## src/rtl/rse_consts.svh

```systemverilog
// Constants for the nibble-correcting memory EDAC block
`ifndef RSE_CONSTS_SVH
`define RSE_CONSTS_SVH
`define RSE_DATA_W    64
`define RSE_CHK_W     32
`define RSE_CODEC_D   32
`define RSE_CODEC_C   8
`define RSE_NARROW_D  16
`define RSE_QUAD_N    4
`define RSE_DUAL_N    2
`define RSE_ADDR_W    31
`define RSE_BANK_W    3
`define RSE_COL_W     12
`define RSE_ROW_W     15
`define RSE_COL_MIN   9
`define RSE_COL_MAX   12
`define RSE_ROW_MAX   15
`define RSE_GF_POLY   4'h3
`define RSE_ALPHA8    4'h5
`define RSE_ALPHA9    4'hA
`define RSE_ENC_INV   4'h8
`define RSE_SYMS      10
`define RSE_DATA_SYMS 8
`define RSE_NARROW_SYMS 4
`endif

```

## src/rtl/rse_pkg.sv

```systemverilog
// Types and Galois-field helpers for the memory EDAC block
`include "rse_consts.svh"
package rse_pkg;
  typedef struct packed
  {
    logic                    valid;
    logic                    write;
    logic                    diag;
    logic [`RSE_ADDR_W-1:0]  addr;
    logic [`RSE_DATA_W-1:0]  data;
    logic [`RSE_CHK_W-1:0]   check;
  } rse_req_type;

  typedef struct packed
  {
    logic [`RSE_CHK_W-1:0]   check;
    logic [`RSE_DATA_W-1:0]  data;
  } rse_memword_type;

  typedef struct packed
  {
    logic                    valid;
    logic                    write;
    logic [1:0]              csN;
    logic [`RSE_BANK_W-1:0]  bank;
    logic [`RSE_ROW_W-1:0]   row;
    logic [`RSE_COL_W-1:0]   col;
    rse_memword_type         word;
  } rse_cmd_type;

  typedef struct packed
  {
    logic                    valid;
    logic                    error;
    logic [`RSE_DATA_W-1:0]  data;
    logic [`RSE_CHK_W-1:0]   check;
  } rse_rsp_type;

  typedef enum logic [1:0]
  {
    RSE_IDLE = 2'b01,
    RSE_WAIT = 2'b10
  } rse_state_type;

  // GF(16) product, field polynomial x^4+x+1
  function automatic logic [3:0] gfMul(input logic [3:0] a,
                                       input logic [3:0] b);
    logic [3:0] r;
    logic [3:0] s;
    r = 4'h0;
    s = a;
    for (int i = 0; i < 4; i++)
    begin
      if (b[i])
        r = r ^ s;
      s = s[3] ? ({s[2:0], 1'b0} ^ `RSE_GF_POLY) : {s[2:0], 1'b0};
    end
    return r;
  endfunction

  // Locator weight of symbol position i
  function automatic logic [3:0] gfAlpha(input int i);
    logic [3:0] r;
    r = 4'h1;
    for (int k = 0; k < 15; k++)
    begin
      if (k < i)
        r = r[3] ? ({r[2:0], 1'b0} ^ `RSE_GF_POLY) : {r[2:0], 1'b0};
    end
    return r;
  endfunction
endpackage

```

## src/rtl/rse_codec.sv

```systemverilog
// One nibble-correcting base codec: 32 data bits, 8 check bits
`timescale 1ns/10ps
`include "rse_consts.svh"
module rse_codec
  import rse_pkg::*;
(
  input  wire logic [`RSE_CODEC_D-1:0] dataIn,
  input  wire logic [`RSE_CODEC_C-1:0] checkIn,
  input  wire logic                    narrow,
  output logic      [`RSE_CODEC_C-1:0] checkOut,
  output logic      [`RSE_CODEC_D-1:0] dataOut,
  output logic                         corrected,
  output logic                         uncorr
);
  logic [`RSE_CODEC_D-1:0] d;
  logic [3:0]              p0;
  logic [3:0]              p1;
  logic [3:0]              c8;
  logic [3:0]              s0;
  logic [3:0]              s1;
  logic                    found;
  logic [3:0]              loc;

  always_comb
  begin
    // Narrow form is the wide codec with upper symbols held at zero
    d = narrow ? {{(`RSE_CODEC_D-`RSE_NARROW_D){1'b0}},
                  dataIn[`RSE_NARROW_D-1:0]} : dataIn;
    p0 = 4'h0;
    p1 = 4'h0;
    for (int i = 0; i < `RSE_DATA_SYMS; i++)
    begin
      p0 = p0 ^ d[4*i +: 4];
      p1 = p1 ^ gfMul(d[4*i +: 4], gfAlpha(i));
    end
    // Two check symbols zero both syndromes
    c8 = gfMul(p1 ^ gfMul(p0, `RSE_ALPHA9), `RSE_ENC_INV);
    checkOut = {p0 ^ c8, c8};
    s0 = p0 ^ checkIn[3:0] ^ checkIn[7:4];
    s1 = p1 ^ gfMul(checkIn[3:0], `RSE_ALPHA8)
            ^ gfMul(checkIn[7:4], `RSE_ALPHA9);
    found = 1'b0;
    loc = 4'h0;
    for (int j = 0; j < `RSE_SYMS; j++)
    begin
      // Padded positions can never hold an error
      if (s0 != 4'h0 && gfMul(s0, gfAlpha(j)) == s1 && !found &&
          (!narrow || j < `RSE_NARROW_SYMS || j >= `RSE_DATA_SYMS))
      begin
        found = 1'b1;
        loc = 4'(j);
      end
    end
    corrected = found;
    uncorr = ((s0 | s1) != 4'h0) && !found;
    dataOut = d;
    if (found && loc < 4'(`RSE_DATA_SYMS))
      dataOut[4*loc +: 4] = d[4*loc +: 4] ^ s0;
  end
endmodule

```

## src/rtl/rse_edac.sv

```systemverilog
// Reed-Solomon protected memory word path with check-bit diagnostics
`timescale 1ns/10ps
`include "rse_consts.svh"
module rse_edac
  import rse_pkg::*;
#(
  parameter int COL_BITS  = `RSE_COL_MAX,
  parameter int ROW_BITS  = `RSE_ROW_MAX,
  parameter int DDR_RATIO = 1,
  parameter int BUS_W     = `RSE_DATA_W
)
(
  input  wire logic               sys_clk,
  input  wire logic               rst_n,
  input  wire logic               encQuad,
  input  wire logic               memTypeDdr,
  input  wire rse_pkg::rse_req_type     req,
  output logic                    reqReady,
  output rse_pkg::rse_cmd_type    memCmd,
  input  wire logic               memRdValid,
  input  wire rse_pkg::rse_memword_type memRdWord,
  output rse_pkg::rse_rsp_type    rsp,
  output logic                    corrPulse,
  output logic                    ddrSel,
  output logic                    sdrSel
);
  import rse_pkg::*;

  // Ratio limited to 1x or 2x
  // Only the 64-bit lane set is built
  if (COL_BITS < `RSE_COL_MIN || COL_BITS > `RSE_COL_MAX ||
      ROW_BITS < 1 || ROW_BITS > `RSE_ROW_MAX ||
      COL_BITS + ROW_BITS + `RSE_BANK_W + 1 > `RSE_ADDR_W ||
      (DDR_RATIO != 1 && DDR_RATIO != 2) || BUS_W != `RSE_DATA_W)
  begin : gBadParam
    $error("rse_edac: unsupported parameter value");
  end

  rse_state_type   state_q;
  rse_state_type   state_d;
  logic            reqReady_q;
  logic            reqReady_d;
  rse_cmd_type     cmd_q;
  rse_cmd_type     cmd_d;
  rse_rsp_type     rsp_q;
  rse_rsp_type     rsp_d;
  logic            corr_q;
  logic            corr_d;
  logic            diag_q;
  logic            diag_d;
  logic            typeSync1_q;
  logic            typeSync2_q;
  logic            typeDone_q;
  logic            typeDone_d;
  logic            ddr_q;
  logic            ddr_d;

  rse_memword_type                  src;
  logic [`RSE_CODEC_D-1:0]          cDataIn  [`RSE_QUAD_N];
  logic [`RSE_CODEC_C-1:0]          cChkIn   [`RSE_QUAD_N];
  logic [`RSE_CODEC_C-1:0]          cChkOut  [`RSE_QUAD_N];
  logic [`RSE_CODEC_D-1:0]          cDataOut [`RSE_QUAD_N];
  logic [`RSE_QUAD_N-1:0]           cCorr;
  logic [`RSE_QUAD_N-1:0]           cUncorr;
  logic [`RSE_DATA_W-1:0]           fixedData;
  logic [`RSE_CHK_W-1:0]            encCheck;

  // Split a word address into column, bank, row and chip
  function automatic rse_cmd_type mapAddr(input logic [`RSE_ADDR_W-1:0] a);
    rse_cmd_type c;
    c = '0;
    c.col  = `RSE_COL_W'(a & ((`RSE_ADDR_W'(1) << COL_BITS) - 1'b1));
    c.bank = `RSE_BANK_W'(a >> COL_BITS);
    c.row  = `RSE_ROW_W'((a >> (COL_BITS + `RSE_BANK_W)) &
                         ((`RSE_ADDR_W'(1) << ROW_BITS) - 1'b1));
    c.csN  = a[COL_BITS + `RSE_BANK_W + ROW_BITS] ? 2'h1 : 2'h2;
    return c;
  endfunction

  // Codecs see read data while waiting, else the write request
  always_comb
  begin
    src.data  = (state_q == RSE_WAIT) ? memRdWord.data  : req.data;
    src.check = (state_q == RSE_WAIT) ? memRdWord.check : req.check;
  end

  for (genvar k = 0; k < `RSE_QUAD_N; k++)
  begin : gCodec
    // Quad lanes take 16 data bits each
    // Dual lanes take 32 bits; upper pair idle
    // Narrow lanes pad their upper data with zeros
    always_comb
    begin
      cChkIn[k] = src.check[8*k +: 8];
      if (encQuad)
        cDataIn[k] = {16'h0000, src.data[16*k +: 16]};
      else if (k < `RSE_DUAL_N)
        cDataIn[k] = src.data[32*k +: 32];
      else
      begin
        cDataIn[k] = '0;
        cChkIn[k] = '0;
      end
    end

    rse_codec uCodec
    (
      .dataIn    (cDataIn[k]),
      .checkIn   (cChkIn[k]),
      .narrow    (encQuad),
      .checkOut  (cChkOut[k]),
      .dataOut   (cDataOut[k]),
      .corrected (cCorr[k]),
      .uncorr    (cUncorr[k])
    );
  end

  // Interleave chosen by the encQuad setting
  always_comb
  begin
    fixedData = '0;
    encCheck  = '0;
    for (int k = 0; k < `RSE_QUAD_N; k++)
    begin
      if (encQuad)
      begin
        fixedData[16*k +: 16] = cDataOut[k][15:0];
        encCheck[8*k +: 8]    = cChkOut[k];
      end
      else if (k < `RSE_DUAL_N)
      begin
        fixedData[32*k +: 32] = cDataOut[k];
        encCheck[8*k +: 8]    = cChkOut[k];
      end
    end
  end

  // Memory type strap, caught once after reset release
  always_comb
  begin
    typeDone_d = 1'b1;
    ddr_d = typeDone_q ? ddr_q : typeSync2_q;
  end

  always_ff @(posedge sys_clk)
  begin
    typeSync1_q <= memTypeDdr;
    typeSync2_q <= typeSync1_q;
    if (!rst_n)
    begin
      typeDone_q <= 1'b0;
      ddr_q      <= 1'b0;
      ddrSel     <= 1'b0;
      sdrSel     <= 1'b0;
    end
    else
    begin
      typeDone_q <= typeDone_d;
      ddr_q      <= ddr_d;
      ddrSel     <= typeDone_q & ddr_q;
      sdrSel     <= typeDone_q & ~ddr_q;
    end
  end

  // Request sequencing
  always_comb
  begin
    state_d = state_q;
    cmd_d   = '0;
    rsp_d   = '0;
    corr_d  = 1'b0;
    diag_d  = diag_q;
    unique case (state_q)
      RSE_IDLE:
      begin
        if (req.valid && reqReady_q)
        begin
          cmd_d = mapAddr(req.addr);
          cmd_d.valid = 1'b1;
          cmd_d.write = req.write;
          diag_d = req.diag;
          if (req.write)
          begin
            // 64 data plus up to 32 check bits
            cmd_d.word.data = req.data;
            // Diagnostic write stores given check bits
            cmd_d.word.check = req.diag ? req.check : encCheck;
            rsp_d.valid = 1'b1;
          end
          else
            state_d = RSE_WAIT;
        end
      end
      RSE_WAIT:
      begin
        if (memRdValid)
        begin
          state_d = RSE_IDLE;
          rsp_d.valid = 1'b1;
          rsp_d.check = memRdWord.check;
          if (diag_q)
            rsp_d.data = memRdWord.data;
          else
          begin
            rsp_d.data = fixedData;
            rsp_d.error = |cUncorr;
            corr_d = |cCorr;
          end
        end
      end
    endcase
    // No new request until the memory type is known
    reqReady_d = (state_d == RSE_IDLE) && typeDone_q;
  end

  always_ff @(posedge sys_clk)
  begin
    if (!rst_n)
    begin
      state_q    <= RSE_IDLE;
      reqReady_q <= 1'b0;
      cmd_q      <= '0;
      rsp_q      <= '0;
      corr_q     <= 1'b0;
      diag_q     <= 1'b0;
    end
    else
    begin
      state_q    <= state_d;
      reqReady_q <= reqReady_d;
      cmd_q      <= cmd_d;
      rsp_q      <= rsp_d;
      corr_q     <= corr_d;
      diag_q     <= diag_d;
    end
  end

  assign reqReady  = reqReady_q;
  assign memCmd    = cmd_q;
  assign rsp       = rsp_q;
  assign corrPulse = corr_q;
endmodule

```

## config.mk

```make
export PLATFORM = sky130hd
export DESIGN_NAME = rse_edac
export DESIGN_NICKNAME = d
export VERILOG_FILES = /design/src/rtl/rse_pkg.sv /design/src/rtl/rse_codec.sv /design/src/rtl/rse_edac.sv
export VERILOG_INCLUDE_DIRS = /design/src /design/src/rtl
export SDC_FILE = /design/constraint.sdc
export NUM_CORES = 1
export LEC_CHECK = 0
export BUFFER_PORTS_ARGS = -buffer_cell sky130_fd_sc_hd__clkbuf_2
export CAP_MARGIN = 20
export CORE_ASPECT_RATIO = 1.4
export CORE_MARGIN = 2
export CORE_UTILIZATION = 41
export CTS_CLUSTER_SIZE = 10
export DETAILED_ROUTE_END_ITERATION = 6
export GPL_TIMING_DRIVEN = 0
export PLACE_DENSITY = 0.64
export SYNTH_ARGS = -nofsm -noshare
export SYNTH_HDL_FRONTEND = slang
export SYNTH_SLANG_ARGS = --single-unit
```

## constraint.sdc

```tcl
create_clock -name sys_clk -period 8.2 [get_ports sys_clk]
set_input_delay 1.23 -clock sys_clk [delete_from_list [all_inputs] [get_ports sys_clk]]
set_output_delay 1.23 -clock sys_clk [all_outputs]
set_load 0.005 [all_outputs]
```

==> results of run 1 <==
## worst max path at each step
stage,start,end,slack [ns],cells past startpoint
2_1_floorplan,memRdWord[18],rsp[61],1.0,27
3_3_place_gp,req[77],rsp[80],-1.07,21
3_5_place_dp,req[77],rsp[57],-1.04,23
4_1_cts,state_q[0],rsp[57],-0.02,26
5_1_grt,state_q[0],rsp[91],-0.02,31
6_report,state_q[0],rsp[57],0.04,22
## routing by layer
layer,share of wire,GRT usage,up-vias,wire length (um)
met5,0.00025,0,-,26
met4,0.091,0.289,4,9430
met3,0.081,0.0552,374,8490
met2,0.47,0.632,1370,48500
met1,0.36,0.426,10319,37700
li1,-,-,9437,-
## stage by stage
stage / total power [mW] / TNS [ns]
final: 9.13 / 0
after global routing: 9.52 / -0.0296
after CTS: 8.86 / -0.0241
after detailed placement: 7.67 / -27.81
after global placement: 7.65 / -32.47
after floorplan: 5.85 / 0
## sequential cells by signal, summed over array words and instances (netlist names)
name / flops
typeSync1_q: 1
ddrSel: 1
rsp: 98
corrPulse: 1
diag_q: 1
ddr_q: 1
memCmd: 130
typeDone_q: 1
sdrSel: 1
state_q: 2
reqReady: 1
typeSync2_q: 1
## cells in the final DEF, fill, tap and decap left out, types with 37 or more instances in the layout
cell / synthesis / final
mux2i_1: 226 / 214
nor3_1: 51 / 49
a21oi_1: 120 / 119
nand3_1: 41 / 41
and3_1: 82 / 82
and2_1: 83 / 83
dfxtp_1: 239 / 239
nand2_1: 180 / 180
clkbuf_2: 3 / 419
o21ai_0: 71 / 71
xnor2_1: 282 / 281
clkbuf_1: 108 / 102
xor2_1: 171 / 169
xnor3_1: 52 / 52
buf_2: 36 / 37
nor2_1: 184 / 180
## where the power goes
group | switching, mW | total [mW] | internal [mW]
registers | 0.00484 | 1.18 | 1.17
logic | 4.34 | 6.81 | 2.48
clock network | 0.469 | 1.13 | 0.665
## worst max-delay path, cell delays in order (launching register included)
cell and delay (ns):
dfxtp_1 0.36, nand2b_1 0.25, buf_6 0.23, buf_8 0.19, mux2i_1 0.75, xor2_1 0.21
mux2i_1 0.47, xor3_1 0.38, inv_1 0.12, clkbuf_1 0.43, buf_2 0.39, nor2_1 0.12
nand2_1 0.11, o32ai_1 0.10, o32ai_1 0.56, nand2_1 0.20, o311ai_1 0.93, nand2_1 0.26
o22a_1 0.30, a2111oi_4 0.76, nor2_1 0.39, o221ai_1 0.28, o21ai_0 0.18
## what timing repair did
| item | in CTS | in global routing |
|---|---|---|
| endpoints found under the setup margin | 55 | 53 |
| pin swaps | 2 | 3 |
| resized for setup | 22 | 26 |
| setup buffers | 3 | 7 |
## area by class of cell
cell class	count	area, sq um
clock inverters	2	35.0
well taps	650	813
repair buffers	428	2220
clock buffers	31	753
plain buffers	180	856
inverters	39	151
multi-input cells	1972	15500
flip-flops and latches	239	4780
diodes	9	22.5
fillers	4957	25800
## kinds of logic after synthesis
logic type	count (synthesis)	synth area share
AND/OR/NAND/NOR	730	0.174
XOR/XNOR	526	0.264
AO/OA/AOI/OAI	435	0.141
multiplexers	255	0.131
flip-flops	239	0.227
buffers and inverters	223	0.0481
adder cells (fa/ha/maj)	26	0.0154
==> impl_metrics.toml, run 1 <==
[outcome]
status = "completed"

[routing]
wl_per_cell_um = 29.3
wl_um = 104000
vias = 21504
ant_nets = 0
drt_iter0_drc = 2005
drtPass1Iterations = 6
drc = 0
vias_per_cell = 6.06

[grt]
grt_max_degree = 19
overflow = 0
antenna_found_initial = 13
grt_pass1_vias = 21104
grt_pass1_wl_um = 145000
grt_util_all_layers = 0.374

[synthesis]
syn_nets = 2691
yosysSeqAreaShare = 0.227
synth_edf_count = 0
netlist_area_sq_um = 21100
synthCells = 2434
syn_area_per_cell_sq_um = 8.65
synth.most_common_cell = "xnor2_1"
synth_area_leader_cell = "dfxtp_1"
synth-seq-cells = 239
yosysTopAreaCellShare = 0.227
synth_area_leaders = "dfxtp_1 23%, xnor2_1 12%, mux2i_1 11%"
ys_types = 106
netlist_top_cells_count = "282 x xnor2_1, 239 x dfxtp_1, 226 x mux2i_1"
yosys_warnings = 0
async_flop_share = 0
synth_flop_cell = "dfxtp_1"

[critical_path]
worst-setup-path-type = "flop to flop"
required_ns = 8.59
reg2reg_depth = 22
crit_path_max_fanout = 10
end_kind = "flop"
critPathLaunchType = "flop"
cp_data_arrival_time_ns = 8.55
r2r_end = "rsp[57]"
ff2ff_setup_slack_ns = 0.04
reg2reg_from = "state_q[0]"

[finish]
fin_area_sq_um = 25100
utilization = 0.494
fin_nets = 3145
syn_to_final_growth_pct = 19.3
final_layout_size_suffix_gt1_frac = 0.222
stdcell_count = 3550

[timing]
clock_skew_ns = 0.0178
timing.hold.ws_ns = 0.333
fin_crit_sh = 0.995
setup_slack_ns = 0.0389
slew-limit-headroom = 0.262
hold_violations = 0
period_needed_ns = 8.16
timing.fmax_mhz = 123
drv_slew = 0
finalSetupViolations = 0
tightestPinTransition_ns = 1.11

[placement]
place_congestion = 1.05
placed_cell_area_sq_um = 24000
portBuffers = 413
dpl_worst_slack_ns = -1.04
dp.cells = 3502
dpl.hpwl_um = 85500

[worst_hold_path]
holdPathStages = 0
worstHoldStart = "typeSync1_q"
worst_hold_path_type = "flop to flop"
min_to = "typeSync2_q"

[floorplan]
die_area_sq_um = 53200
rows = 98
core_area_sq_um = 50900
initial_utilization = 0.414
die_y_um = 272
fp.dieW_um = 196
top_level_ports = 463

[power_and_ir_drop]
ir_drop_mv = 0.235
power_leakage_nw = 11.7
power_density_nw_per_um2 = 363

[cts]
htreeDepth = 1
postCtsHoldBufs = 0
clock_latency_ns = 0.58
cts.sinks = 239
cts_made_buffers = 28
clk_path_buf_depth = 3
ctsRootBufferMaster = "clkbuf_16"
path_clk_slew_ns = 0.06
cts_tree = "built"

[flow_run]
cap_violations = 0
Power figures use the tool's default switching activity.
==> run 2: changes to the inputs <==
--- a/config.mk
+++ b/config.mk
@@ -8,13 +8,16 @@
 export LEC_CHECK = 0
 export BUFFER_PORTS_ARGS = -buffer_cell sky130_fd_sc_hd__clkbuf_2
 export CAP_MARGIN = 20
+export CELL_PAD_IN_SITES_DETAIL_PLACEMENT = 0
+export CELL_PAD_IN_SITES_GLOBAL_PLACEMENT = 1
 export CORE_ASPECT_RATIO = 1.4
 export CORE_MARGIN = 2
 export CORE_UTILIZATION = 41
 export CTS_CLUSTER_SIZE = 10
 export DETAILED_ROUTE_END_ITERATION = 6
+export GPL_ROUTABILITY_DRIVEN = 0
 export GPL_TIMING_DRIVEN = 0
-export PLACE_DENSITY = 0.64
+export PLACE_DENSITY = 0.82
 export SYNTH_ARGS = -nofsm -noshare
 export SYNTH_HDL_FRONTEND = slang
 export SYNTH_SLANG_ARGS = --single-unit
==> impl_metrics.toml, run 2 (same netlist as run 1, synthesis figures left out) <==
[floorplan]
die_y_um = 272
die_area_sq_um = 53200
initial_utilization = 0.414
fp.dieW_um = 196
top_level_ports = 463
core_area_sq_um = 50900
rows = 98

[timing]
hold_violations = 0
finalSetupViolations = 3
drv_slew = 0
slew-limit-headroom = 0.177
setup_slack_ns = -0.108
grt_setup_unrepaired = "yes"
tightestPinTransition_ns = 1.20
period_needed_ns = 8.31
clock_skew_ns = 0.0253
fin_crit_sh = 1.01
timing.fmax_mhz = 120

[critical_path]
critical_path.slowest_cell = "mux2i_1"
cpPeakStageDelay_ns = 1.06
critPathLaunchType = "input pin"
required_ns = 8.64
end_kind = "flop"
crit_path_max_fanout = 10
cp_data_arrival_time_ns = 8.75
worst-setup-path-type = "input pin to flop"
reg2reg_depth = 27

[finish]
mostFrequentLayoutCell = "clkbuf_2"
utilization = 0.492
fin_nets = 3140
largest_reg_flops = 130
syn_to_final_growth_pct = 18.9
final_layout_size_suffix_gt1_frac = 0.218
final_cell_mix = "421 x clkbuf_2, 279 x xnor2_1, 239 x dfxtp_1"

[cts]
ctsRootBufferMaster = "clkbuf_16"
clk_path_buf_depth = 3
cts_made_buffers = 28
path_clk_slew_ns = 0.05
cts.sinks = 239
htreeDepth = 1
cts_tree = "built"
clock_latency_ns = 0.58

[power_and_ir_drop]
power_density_nw_per_um2 = 355
power_mw = 8.89
power_leakage_nw = 11.6
ir_drop_mv = 0.300

[placement]
portBuffers = 413
dpl.hpwl_um = 79200

[worst_hold_path]
holdPathStages = 0
worst_hold_path_type = "flop to flop"

[routing]
dr_wl_met2_um = 45200
met1_length_um = 34300
top_layer = "met5"
vias_per_cell = 6.11
met3_length_um = 10900
drt_iter0_drc = 2608
vias = 21744
ant_nets = 0
wl_um = 98700
drtPass1Iterations = 6
wl_per_cell_um = 27.7
drc = 0

[outcome]
status = "complete, but fails checks"
violations = "negative setup slack"

[grt]
grt_max_degree = 14
grt_pass1_vias = 20874
grt_util_all_layers = 0.356
overflow = 0
grt_pass1_wl_um = 140000
antenna_found_initial = 25

[flow_run]
cap_violations = 0
-- run 2: power by group --
part           leakage [nW]  internal (mW)  total (mW)  switching, mW
clock network         0.374          0.650        1.12          0.471
registers              1.93           1.17        1.18        0.00464
logic                  9.34           2.46        6.59           4.13
total                  11.6           4.28        8.89           4.60
-- run 2: repair_timing --
item	4_1_cts	5_1_grt
setup endpoints to repair	43	54
hold buffers	0	0
buffers inserted	0	5
pin swaps	0	1
gates cloned	0	0
resized for setup	15	32
-- run 2: layout make-up --
type	instances	area, sq um
plain buffers	183	870
fillers	4833	25800
multi-input cells	1972	15500
repair buffers	420	2120
inverters	39	149
flip-flops and latches	239	4780
clock inverters	2	37.5
diodes	25	62.6
clock buffers	31	733
well taps	650	813
-- run 2: per-stage QoR --
step	setup slack [ns]	cell area [sq um]	std cells	hold WS [ns]	setup TNS, ns
4_1_cts	0.0293	24800	3530	0.331	0
6_report	-0.108	25000	3561	0.328	-0.219
3_3_place_gp	-0.706	23900	3497	0.319	-10.85
2_1_floorplan	0.995	21100	2434	0.310	0
5_1_grt	-0.0645	25000	3556	0.342	-0.136
3_5_place_dp	-0.723	24000	3498	0.319	-15.66
-- run 2: path summary, 6_finish.rpt --
path	slack (ns)	start	endpoint
setup / recovery	-0.11	memRdWord[46]	rsp[57]
hold / removal	0.33	typeSync1_q	typeSync2_q
setup reg to reg	-0.06	state_q[0]	rsp[57]
hold reg to reg	0.33	typeSync1_q	typeSync2_q
-- run 2: layer usage --
metal	vias to the layer above	global-route usage
met5	-	0
met4	2	0.246
met3	426	0.0778
met2	1631	0.590
met1	10234	0.410
li1	9451	-
-- run 2: worst max-delay path: cells and delay by family --
kind,cells,cell delay (ns)
XOR/XNOR,2,0.59
multiplexers,2,1.61
AO/OA/AOI/OAI,8,2.16
buffers and inverters,7,1.66
adder cells (fa/ha/maj),1,0.16
AND/OR/NAND/NOR,5,1.32
